**config.mk**
```make
export PLATFORM = sky130hd
export DESIGN_NAME = amse_top
export DESIGN_NICKNAME = d
export VERILOG_FILES = /design/src/hdl/amse_pkg.sv /design/src/hdl/amse_seq_if.sv /design/src/hdl/amse_seq.sv /design/src/hdl/amse_top.sv
export VERILOG_INCLUDE_DIRS = /design/src /design/src/hdl
export SDC_FILE = /design/constraint.sdc
export NUM_CORES = 1
export LEC_CHECK = 0
export BUFFER_PORTS_ARGS = -buffer_cell sky130_fd_sc_hd__buf_2
export CAP_MARGIN = 20
export CORE_MARGIN = 2
export CORE_UTILIZATION = 26
export CTS_CLUSTER_DIAMETER = 60
export DETAILED_ROUTE_END_ITERATION = 10
export PLACE_DENSITY = 0.58
export SLEW_MARGIN = 15
export SYNTH_ARGS = -nofsm -noshare
export SYNTH_HDL_FRONTEND = slang
export SYNTH_HIERARCHICAL = 1
export SYNTH_SLANG_ARGS = --single-unit
```
**constraint.sdc**
```tcl
create_clock -name ref_clk_i -period 2.5 [get_ports ref_clk_i]
set_clock_uncertainty 0.05 [all_clocks]
set_input_delay 0.125 -clock ref_clk_i [delete_from_list [all_inputs] [get_ports ref_clk_i]]
set_output_delay 0.125 -clock ref_clk_i [all_outputs]
set_load 0.02 [all_outputs]
```
**src/hdl/amse_defines.svh**
```systemverilog
// constants for the adapter module status and enable block
// What this block does
// RULE1: all module status terminals are registered on the one status clock.
// RULE2: eeprom power flag is high exactly while the eeprom rail is switched on.
// RULE3: expected module id is a 32-bit build-time constant exposed to users.
// RULE4: inserted module id is the 32-bit id read from the attached module.
// RULE5: module is compatible only on an all-bit id match; otherwise it stays off.
// RULE6: user io pins enable only with module attached, powered, and compatible.
// RULE7: io enabled flag mirrors the io pin enable.
// RULE8: main power switches on only for an attached, compatible module.
// RULE9: power enabled flag is high only while main power is fully on.
// RULE10: power good input is mirrored as a flag; module asserts it once rails settle.
// RULE11: module present flag follows physical attachment.
// RULE12: temperature from the external sensor is returned as whole degrees per count.
// RULE13: temperature output is registered on the status clock.
// RULE14: user logic waits 250 ms after reset before trusting temperature.
// RULE15: four debug leds are bits 3:0 of a 32-bit read/write value.
// RULE16: sequence presence, id check, power, power good, io; removal drops all at once.
`ifndef AMSE_DEFINES_SVH
`define AMSE_DEFINES_SVH

// ==========================================================
// register byte addresses
`define AMSE_ADDR_CTRL     8'h00
`define AMSE_ADDR_STATUS   8'h04
`define AMSE_ADDR_EXP_ID   8'h08
`define AMSE_ADDR_INS_ID   8'h0C
`define AMSE_ADDR_TEMP     8'h10
`define AMSE_ADDR_LED      8'h14
`define AMSE_ADDR_IRQ_STAT 8'h18
`define AMSE_ADDR_IRQ_MASK 8'h1C
`define AMSE_ADDR_TEMP_RDY 8'h20

// ==========================================================
// field positions
`define AMSE_CTRL_EEPROM_BIT 0
`define AMSE_ST_PRESENT_BIT  0
`define AMSE_ST_COMPAT_BIT   1
`define AMSE_ST_PWR_EN_BIT   2
`define AMSE_ST_PWR_GOOD_BIT 3
`define AMSE_ST_IO_EN_BIT    4
`define AMSE_ST_EEPROM_BIT   5
`define AMSE_IRQ_WIDTH       5

// ==========================================================
// reset values and timing
`define AMSE_CTRL_RST      1'h1
`define AMSE_LED_RST       4'h0
`define AMSE_IRQ_MASK_RST  5'h00
`define AMSE_TEMP_WAIT_MS  250
`define AMSE_CLK_MHZ       100
`define AMSE_TEMP_WAIT_CYC (`AMSE_TEMP_WAIT_MS * 1000 * `AMSE_CLK_MHZ)

`endif

```
**src/hdl/amse_pkg.sv**
```systemverilog
// types for the adapter module status and enable block
package amse_pkg;
  typedef enum logic [2:0] {
    AMSE_IDLE,
    AMSE_CHECK,
    AMSE_POWER,
    AMSE_WAIT_PG,
    AMSE_RUN,
    AMSE_REJECT
  } amse_state_t;
endpackage

```
**src/hdl/amse_seq_if.sv**
```systemverilog
// interface between the bus slave and the enable sequencer
`timescale 1ns/10ps
`default_nettype none
interface amse_seq_if;
  logic        present;
  logic        pwr_good;
  logic [31:0] exp_id;
  logic [31:0] ins_id;
  logic        compat;
  logic        pwr_en;
  logic        io_en;
  logic        removed;
  modport seq (input present, pwr_good, exp_id, ins_id,
               output compat, pwr_en, io_en, removed);
  modport top (output present, pwr_good, exp_id, ins_id,
               input compat, pwr_en, io_en, removed);
endinterface
`default_nettype wire

```
**src/hdl/amse_seq.sv**
```systemverilog
// enable sequencer: presence, id match, power, power good, io enable
`timescale 1ns/10ps
`default_nettype none
`include "amse_defines.svh"
module amse_seq
(
  input  wire logic   ref_clk_i,
  input  wire logic   rst_b_i,
  amse_seq_if.seq     sq
);
  amse_pkg::amse_state_t state_r;
  amse_pkg::amse_state_t state_nxt;
  logic                  was_present_r;

  // ==========================================================
  // next state
  always_comb
  begin
    state_nxt = state_r;
    case (state_r)
      amse_pkg::AMSE_IDLE:    if (sq.present) state_nxt = amse_pkg::AMSE_CHECK;
      amse_pkg::AMSE_CHECK:                                           // RULE5
        state_nxt = (sq.ins_id == sq.exp_id) ? amse_pkg::AMSE_POWER
                                             : amse_pkg::AMSE_REJECT;
      amse_pkg::AMSE_POWER:   state_nxt = amse_pkg::AMSE_WAIT_PG;     // RULE8
      amse_pkg::AMSE_WAIT_PG: if (sq.pwr_good) state_nxt = amse_pkg::AMSE_RUN; // RULE10
      amse_pkg::AMSE_RUN:     if (!sq.pwr_good) state_nxt = amse_pkg::AMSE_WAIT_PG;
      amse_pkg::AMSE_REJECT:  state_nxt = amse_pkg::AMSE_REJECT;
      default:                state_nxt = amse_pkg::AMSE_IDLE;
    endcase
    // removal overrides everything, power and io drop together
    if (!sq.present) state_nxt = amse_pkg::AMSE_IDLE;                 // RULE16
  end

  // ==========================================================
  // state register
  always_ff @(posedge ref_clk_i)
  begin
    if (!rst_b_i) state_r <= amse_pkg::AMSE_IDLE;
    else          state_r <= state_nxt;
  end

  // ==========================================================
  // presence history for the removal event
  always_ff @(posedge ref_clk_i)
  begin
    if (!rst_b_i) was_present_r <= 1'b0;
    else          was_present_r <= sq.present;
  end

  // ==========================================================
  // outputs decoded from state, removal from presence history; power needs no good signal, io does
  assign sq.compat  = (state_r == amse_pkg::AMSE_POWER) || (state_r == amse_pkg::AMSE_WAIT_PG)
                      || (state_r == amse_pkg::AMSE_RUN);             // RULE5
  assign sq.pwr_en  = sq.compat && (state_r != amse_pkg::AMSE_POWER) && sq.present; // RULE8
  assign sq.io_en   = (state_r == amse_pkg::AMSE_RUN) && sq.present
                      && sq.pwr_good;                                 // RULE6
  assign sq.removed = was_present_r && !sq.present;
endmodule // amse_seq
`default_nettype wire

```
**src/hdl/amse_top.sv**
```systemverilog
// adapter module status and enable block with axi4-lite register access
//
// Design decisions made here: the register offsets and register access over AXI4-Lite.
`timescale 1ns/10ps
`default_nettype none
`include "amse_defines.svh"
module amse_top
#(
  parameter logic [31:0] EXPECTED_ID   = 32'h0000_1234, // arbitrary value
  parameter int          TEMP_WAIT_CYC = `AMSE_TEMP_WAIT_CYC
)
(
  input  wire logic        ref_clk_i,
  input  wire logic        rst_b_i,
  // axi4-lite slave
  input  wire logic [7:0]  s_axi_awaddr,
  input  wire logic        s_axi_awvalid,
  output logic             s_axi_awready,
  input  wire logic [31:0] s_axi_wdata,
  input  wire logic [3:0]  s_axi_wstrb,
  input  wire logic        s_axi_wvalid,
  output logic             s_axi_wready,
  output logic [1:0]       s_axi_bresp,
  output logic             s_axi_bvalid,
  input  wire logic        s_axi_bready,
  input  wire logic [7:0]  s_axi_araddr,
  input  wire logic        s_axi_arvalid,
  output logic             s_axi_arready,
  output logic [31:0]      s_axi_rdata,
  output logic [1:0]       s_axi_rresp,
  output logic             s_axi_rvalid,
  input  wire logic        s_axi_rready,
  // adapter module connector
  input  wire logic        mod_present_i,
  input  wire logic        mod_pwr_good_i,
  input  wire logic [31:0] mod_id_i,
  output logic             mod_pwr_en_o,
  output logic             mod_io_en_o,
  output logic             mod_eeprom_pwr_o,
  // external temperature sensor
  input  wire logic [7:0]  sensor_temp_i,
  // user-side status terminals
  output logic             present_o,
  output logic             pwr_good_o,
  output logic             pwr_enabled_o,
  output logic             io_enabled_o,
  output logic             eeprom_pwr_enabled_o,
  output logic [31:0]      expected_id_o,
  output logic [31:0]      inserted_id_o,
  output logic [7:0]       temp_o,
  output logic [3:0]       led_o,
  output logic             irq_o
);
  // a zero wait would hold the ready flag low until the 32-bit counter reaches all ones
  if (TEMP_WAIT_CYC < 1)
  begin : g_bad_wait
    $error("TEMP_WAIT_CYC must be at least 1");
  end

  // carrier for the sequencer, then bus and register state
  amse_seq_if sq ();
  logic                         eeprom_en_r;
  logic [3:0]                   led_r;
  logic [7:0]                   temp_r;
  logic                         temp_rdy_r;
  logic [31:0]                  wait_cnt_r;
  logic [`AMSE_IRQ_WIDTH-1:0]   irq_stat_r;
  logic [`AMSE_IRQ_WIDTH-1:0]   irq_mask_r;
  logic [`AMSE_IRQ_WIDTH-1:0]   ev;
  logic [5:0]                   status;
  logic                         pg_q_r;
  logic                         ioen_q_r;
  logic                         aw_ok_r;
  logic                         w_ok_r;
  logic [7:0]                   awaddr_r;
  logic [31:0]                  wdata_r;
  logic [3:0]                   wstrb_r;
  logic                         do_wr;
  logic                         do_rd;
  logic                         stat_rd;
  logic                         ev_insert;
  logic                         ev_temp_rdy;
  logic                         ev_io_rise;
  logic                         ev_removed;
  logic                         ev_pg_fall;

  // ==========================================================
  // sequencer
  assign sq.present  = mod_present_i;
  assign sq.pwr_good = mod_pwr_good_i;
  assign sq.exp_id   = EXPECTED_ID;
  assign sq.ins_id   = mod_id_i;

  amse_seq u_seq
  (
    .ref_clk_i (ref_clk_i),
    .rst_b_i   (rst_b_i),
    .sq        (sq)
  );

  // pins act at once; a registered copy would leave power on after removal
  assign mod_pwr_en_o     = sq.pwr_en;                         // RULE8
  assign mod_io_en_o      = sq.io_en;                          // RULE6
  assign mod_eeprom_pwr_o = eeprom_en_r;

  // ==========================================================
  // status terminals, all registered on the one clock
  // the copies lag their sources by one clock; the pins above do not
  always_ff @(posedge ref_clk_i)
  begin
    if (!rst_b_i)
    begin
      present_o            <= 1'b0;
      pwr_good_o           <= 1'b0;
      pwr_enabled_o        <= 1'b0;
      io_enabled_o         <= 1'b0;
      eeprom_pwr_enabled_o <= 1'b0;
      expected_id_o        <= 32'h0000_0000;
      inserted_id_o        <= 32'h0000_0000;
    end
    else
    begin
      present_o            <= mod_present_i;                   // RULE11 RULE1
      pwr_good_o           <= mod_pwr_good_i;                  // RULE10
      pwr_enabled_o        <= sq.pwr_en;                       // RULE9
      io_enabled_o         <= sq.io_en;                        // RULE7
      eeprom_pwr_enabled_o <= eeprom_en_r;                     // RULE2
      expected_id_o        <= EXPECTED_ID;                     // RULE3
      inserted_id_o        <= mod_present_i ? mod_id_i : 32'h0000_0000; // RULE4
    end
  end

  // ==========================================================
  // temperature sample and settle timer
  always_ff @(posedge ref_clk_i)
  begin
    if (!rst_b_i) temp_r <= 8'h00;
    else          temp_r <= sensor_temp_i;                     // RULE12 RULE13
  end
  assign temp_o = temp_r;

  // readiness flag only advises; readers still own the wait
  always_ff @(posedge ref_clk_i)
  begin
    if (!rst_b_i)
    begin
      wait_cnt_r <= 32'h0000_0000;
      temp_rdy_r <= 1'b0;
    end
    else if (!temp_rdy_r)
    begin
      wait_cnt_r <= wait_cnt_r + 32'h0000_0001;
      temp_rdy_r <= (wait_cnt_r == 32'(TEMP_WAIT_CYC - 1));    // RULE14
    end
  end

  // ==========================================================
  // events: sticky bits, read of the event register clears them
  always_ff @(posedge ref_clk_i)
  begin
    if (!rst_b_i)
    begin
      pg_q_r   <= 1'b0;
      ioen_q_r <= 1'b0;
    end
    else
    begin
      pg_q_r   <= mod_pwr_good_i;
      ioen_q_r <= sq.io_en;
    end
  end
  // one-clock pulses; all but the temperature-ready one compare a level with its copy from the clock before
  assign ev_insert   = mod_present_i & ~present_o;
  assign ev_temp_rdy = !temp_rdy_r && (wait_cnt_r == 32'(TEMP_WAIT_CYC - 1));
  assign ev_io_rise  = sq.io_en & ~ioen_q_r;
  assign ev_removed  = sq.removed;
  assign ev_pg_fall  = pg_q_r & ~mod_pwr_good_i;
  assign ev          = {ev_pg_fall, ev_removed, ev_io_rise, ev_temp_rdy, ev_insert};

  // a read of the event register clears it; the read data carry the old bits
  assign stat_rd = do_rd && (s_axi_araddr == `AMSE_ADDR_IRQ_STAT);

  always_ff @(posedge ref_clk_i)
  begin
    if (!rst_b_i) irq_stat_r <= '0;
    else if (stat_rd)
      irq_stat_r <= ev;                                        // set wins over clear
    else irq_stat_r <= irq_stat_r | ev;
  end
  assign irq_o = |(irq_stat_r & irq_mask_r);

  // ==========================================================
  // axi4-lite write path: address and data in either order
  always_ff @(posedge ref_clk_i)
  begin
    if (!rst_b_i)
    begin
      aw_ok_r  <= 1'b0;
      w_ok_r   <= 1'b0;
      awaddr_r <= 8'h00;
      wdata_r  <= 32'h0000_0000;
      wstrb_r  <= 4'h0;
    end
    else
    begin
      if (s_axi_awvalid && s_axi_awready)
      begin
        aw_ok_r  <= 1'b1;
        awaddr_r <= s_axi_awaddr;
      end
      else if (do_wr) aw_ok_r <= 1'b0;
      if (s_axi_wvalid && s_axi_wready)
      begin
        w_ok_r  <= 1'b1;
        wdata_r <= s_axi_wdata;
        wstrb_r <= s_axi_wstrb;
      end
      else if (do_wr) w_ok_r <= 1'b0;
    end
  end
  // ready drops while a half is held or a response waits: one write at a time
  assign s_axi_awready = !aw_ok_r && !s_axi_bvalid;
  assign s_axi_wready  = !w_ok_r && !s_axi_bvalid;
  assign do_wr         = aw_ok_r && w_ok_r;

  // writable registers
  // only byte lane 0 holds a field, so the upper strobes are ignored
  always_ff @(posedge ref_clk_i)
  begin
    if (!rst_b_i)
    begin
      eeprom_en_r <= `AMSE_CTRL_RST;
      led_r       <= `AMSE_LED_RST;
      irq_mask_r  <= `AMSE_IRQ_MASK_RST;
    end
    else if (do_wr && wstrb_r[0])
    begin
      case (awaddr_r)
        `AMSE_ADDR_CTRL:     eeprom_en_r <= wdata_r[`AMSE_CTRL_EEPROM_BIT];
        `AMSE_ADDR_LED:      led_r       <= wdata_r[3:0];          // RULE15
        `AMSE_ADDR_IRQ_MASK: irq_mask_r  <= wdata_r[`AMSE_IRQ_WIDTH-1:0];
        default: ;
      endcase
    end
  end
  assign led_o = led_r;

  // write response; unmapped address answers slverr
  always_ff @(posedge ref_clk_i)
  begin
    if (!rst_b_i)
    begin
      s_axi_bvalid <= 1'b0;
      s_axi_bresp  <= 2'h0;
    end
    else if (do_wr)
    begin
      s_axi_bvalid <= 1'b1;
      s_axi_bresp  <= (awaddr_r == `AMSE_ADDR_CTRL || awaddr_r == `AMSE_ADDR_LED
                       || awaddr_r == `AMSE_ADDR_IRQ_MASK) ? 2'h0 : 2'h2;
    end
    else if (s_axi_bready) s_axi_bvalid <= 1'b0;
  end

  // ==========================================================
  // axi4-lite read path, one cycle after address acceptance
  assign s_axi_arready = !s_axi_rvalid;
  assign do_rd         = s_axi_arvalid && s_axi_arready;
  // live levels, so software sees the present state, not the one-clock copies
  assign status        = {eeprom_en_r, sq.io_en, mod_pwr_good_i, sq.pwr_en,
                          sq.compat, mod_present_i};

  // read data register; unmapped offsets answer slverr with zero data
  always_ff @(posedge ref_clk_i)
  begin
    if (!rst_b_i)
    begin
      s_axi_rvalid <= 1'b0;
      s_axi_rdata  <= 32'h0000_0000;
      s_axi_rresp  <= 2'h0;
    end
    else if (do_rd)
    begin
      s_axi_rvalid <= 1'b1;
      s_axi_rresp  <= 2'h0;
      case (s_axi_araddr)
        `AMSE_ADDR_CTRL:     s_axi_rdata <= {31'h0, eeprom_en_r};
        `AMSE_ADDR_STATUS:   s_axi_rdata <= {26'h0, status};
        `AMSE_ADDR_EXP_ID:   s_axi_rdata <= EXPECTED_ID;
        `AMSE_ADDR_INS_ID:   s_axi_rdata <= inserted_id_o;
        `AMSE_ADDR_TEMP:     s_axi_rdata <= {24'h0, temp_r};
        `AMSE_ADDR_LED:      s_axi_rdata <= {28'h0, led_r};      // RULE15
        `AMSE_ADDR_IRQ_STAT: s_axi_rdata <= {27'h0, irq_stat_r};
        `AMSE_ADDR_IRQ_MASK: s_axi_rdata <= {27'h0, irq_mask_r};
        `AMSE_ADDR_TEMP_RDY: s_axi_rdata <= {31'h0, temp_rdy_r};
        default:
        begin
          s_axi_rdata <= 32'h0000_0000;
          s_axi_rresp <= 2'h2;
        end
      endcase
    end
    else if (s_axi_rready) s_axi_rvalid <= 1'b0;
  end
endmodule // amse_top
`default_nettype wire

```
==> flow_metrics.py <==
metrics = {
    "run_status": {
        "outcome": "complete, no violations",
    },
    "sta": {
        "period_share_pct": 85.8,
        "post-route-min-period_ns": 2.15,
        "rsz0062_at_grt": "no",
        "setup_viol": 0,
        "fin_hold_ws_ns": 0.118,
        "max_slew_margin_pct": 57.6,
        "worst_pin_slew_ns": 0.636,
        "fin_setup_tns_ns": 0,
        "drv_slew": 0,
        "max_freq_mhz": 466,
        "fin_ws_ns": 0.354,
        "finalHoldViolations": 0,
    },
    "global_route": {
        "antenna_found_initial": 2,
        "grt_pass1_vias": 5713,
        "grt_max_degree": 58,
        "grt_pass1_wl_mm": 30.5,
        "grt_usage_pct": 14.7,
        "gr-total-overflow": 0,
    },
    "power_and_ir_drop": {
        "swShare_pct": 26.2,
        "power_frac_clock_pct": 47.2,
        "p_int_mw": 4.32,
        "powerDensity_mw_per_mm2": 662,
        "ir_drop_uv": 391,
        "p_switching_mw": 1.53,
        "power.leakage_nw": 3.79,
        "pwr-share-comb_pct": 10.0,
        "pwr-share-seq_pct": 42.8,
    },
    "route": {
        "drc": 0,
        "via_count": 5814,
        "wl_mm": 19.3,
        "wl_per_cell_um": 14.9,
        "vias_per_cell": 4.50,
        "detail_route.iter0.violations": 245,
        "antenna_left": 0,
        "first_pass_iters": 4,
    },
    "yosys": {
        "synth-compound-area-share_pct": 10.6,
        "ys_seq_area_share_pct": 46.2,
        "synth_flop_cell": "dfxtp_1",
        "syn-instance-count": 717,
        "ys_ff_latch": 150,
        "async_reset_ff_share_pct": 0,
        "ys_warn_count": 6,
        "synthXorXnorAreaFrac_pct": 6.06,
        "synth_fa_ha_area_share_pct": 0.192,
        "synth-edff-count": 0,
        "synth_mux_area_share_pct": 5.48,
        "synth-simple-area-share_pct": 24.5,
        "avgSynthCellArea_um2": 9.07,
        "yosysUniqueCellTypes": 56,
        "synth_top_family_by_area": "simple AND/OR/NAND/NOR gates",
        "syn_area_mm2": 0.00651,
    },
    "setup_path": {
        "crit_start": "wait_cnt_r[6]",
        "critPathLaunchType": "register",
        "slowest_stage": "or4_4",
        "ff2ff_path_depth": 4,
        "cpPeakStageDelay_ns": 0.68,
        "crit_chain": "nand4_4 -> or4_4 -> or4_1 -> a21oi_1",
        "crit_end": "wait_cnt_r[22]",
        "critPathKind": "reg2reg",
        "cp.required_ns": 2.80,
        "cp.arrival_ns": 2.44,
        "reg2reg_to": "wait_cnt_r[22]",
        "reg2reg_from": "wait_cnt_r[6]",
        "path_max_fanout": 21,
        "worst_setup_path_end_kind": "register",
        "r2r_setup_slack_ns": 0.35,
    },
    "layout": {
        "fin_nets": 1058,
        "diodes": 0,
        "fillerInstances": 2520,
        "drive_gt1_share_pct": 22.3,
        "final_cell_mix": "167 x buf_2, 150 x dfxtp_1, 68 x nand2_1",
        "syn_to_final_growth_pct": 36.0,
        "layout.cells.most_common": "buf_2",
    },
    "cts": {
        "clk_pin_slew_ns": 0.07,
        "cts-buffers-inserted": 17,
        "clock_latency_ns": 0.43,
        "cts_resized": 0,
        "cts_root_buf": "clkbuf_16",
        "cts_num_sinks": 150,
        "clock_path_buffers": 2,
        "cts-htree-levels": 4,
        "cts_tree": "yes",
    },
    "min_path": {
        "hold_depth": 4,
        "hp-class": "in2reg",
    },
    "floorplanning": {
        "initial_core_util_pct": 26.6,
        "die_h_um": 162,
        "ios": 227,
        "core_area_mm2": 0.0245,
        "rows": 57,
        "dieArea_mm2": 0.0263,
        "die_w_um": 162,
    },
    "place": {
        "io_buffers": 167,
        "place.gp.congestion": 0.805,
        "dp_hpwl_mm": 13.9,
        "pre_cts_slack_ns": 0.386,
    },
    "flow_run": {
        "maxCapViolations": 0,
    },
}
## power groups by stage
stage | Combinational, mW | Sequential [mW] | Clock, mW
finish | 0.587 | 2.51 | 2.76
global route | 0.644 | 2.51 | 2.93
CTS | 0.590 | 2.50 | 2.83
detailed placement | 0.517 | 2.56 | 0
global placement | 0.514 | 2.56 | 0
floorplan | 0.327 | 2.59 | 0
## registers in the layout, indices dropped and copies added, names as in the netlist, 3 cells and up
| name | count |
|---|---|
| awaddr_r | 8 |
| inserted_id_o | 32 |
| wait_cnt_r | 32 |
| s_axi_rdata | 32 |
| wdata_r | 5 |
| temp_o | 8 |
| u_seq/state_r | 3 |
| irq_mask_r | 5 |
| led_o | 4 |
| irq_stat_r | 5 |
## layer usage
layer	wire length, um	global-route usage (%)	vias to the layer above
li1	-	-	2924
met1	8550	18.1	2716
met2	9310	24.8	156
met3	1190	4.62	16
met4	229	4.18	2
met5	13	0	-
## logic make-up after synthesis
group,after synthesis
fa+ha+maj,1
compound gates,104
simple gates,298
mux,33
xor+xnor,45
buf+inv,84
flops,150
other cells,2
## synthesized netlist by cell type (all sizes together), types with 5 or more instances
| library cell | number | share of area [%] |
|---|---|---|
| nand2b | 14 | 1.3 |
| nor3 | 7 | 0.54 |
| inv | 11 | 0.63 |
| xnor2 | 38 | 5.1 |
| buf | 39 | 4.3 |
| o21ai | 11 | 0.85 |
| a22oi | 25 | 2.9 |
| nor2b | 11 | 1.1 |
| or4 | 17 | 2.0 |
| nand3b | 5 | 0.58 |
| clkbuf | 34 | 2.0 |
| and2 | 17 | 1.6 |
| nand3 | 15 | 1.2 |
| a21oi | 36 | 2.8 |
| nand2 | 68 | 3.9 |
| nand4 | 15 | 1.7 |
| nor4 | 15 | 1.4 |
| mux2i | 30 | 4.6 |
| dfxtp | 150 | 46 |
| and3 | 36 | 3.5 |
| xor2 | 7 | 0.94 |
| nor2 | 60 | 3.5 |
| o31ai | 11 | 1.3 |
## layout make-up
class                   instances  area, um2  area share (%)
inverters                      11       41.3           0.467
multi-input cells             542       3280            37.1
repair buffers                234       1490            16.8
flip-flops and latches        150       3000            33.9
well taps                     324        405            4.58
clock buffers                  17        425            4.81
clock inverters                15        204            2.31
## worst max-delay path: cells and delay by family (launching register included)
| kind | cells | cell delay, ns |
|---|---|---|
| simple gates | 3 | 1.39 |
| compound gates | 1 | 0.15 |
| flops | 1 | 0.47 |
## worst min-delay path by stage
| stage | end | start |
|---|---|---|
| 3_5_place_dp | temp_o[4] | sensor_temp_i[4] |
| 2_1_floorplan | expected_id_o[9] | rst_b_i |
| 5_1_grt | s_axi_rresp[1] | s_axi_araddr[5] |
| 3_3_place_gp | temp_o[5] | sensor_temp_i[5] |
| 6_report | s_axi_rresp[1] | s_axi_arvalid |
| 4_1_cts | s_axi_rresp[1] | s_axi_arvalid |
## through the flow
stage                     power (mW)  instances  cell area, um2  utilization [%]
after CTS                       5.93       1293            8850             36.2
after global routing            6.09       1293            8850             36.2
after floorplan                 2.91        776            6730                -
after detailed placement        3.08       1202            7630             31.2
after global placement          3.07       1202            7630             31.2
final                           5.85       1293            8850             36.2
## timing repair
action | CTS | global route
endpoints found under the hold margin | 59 | 0
setup endpoints to repair | 0 | 0
hold buffers | 59 | 0
setup buffers | 0 | 0
(Power assumes the default switching activity.)
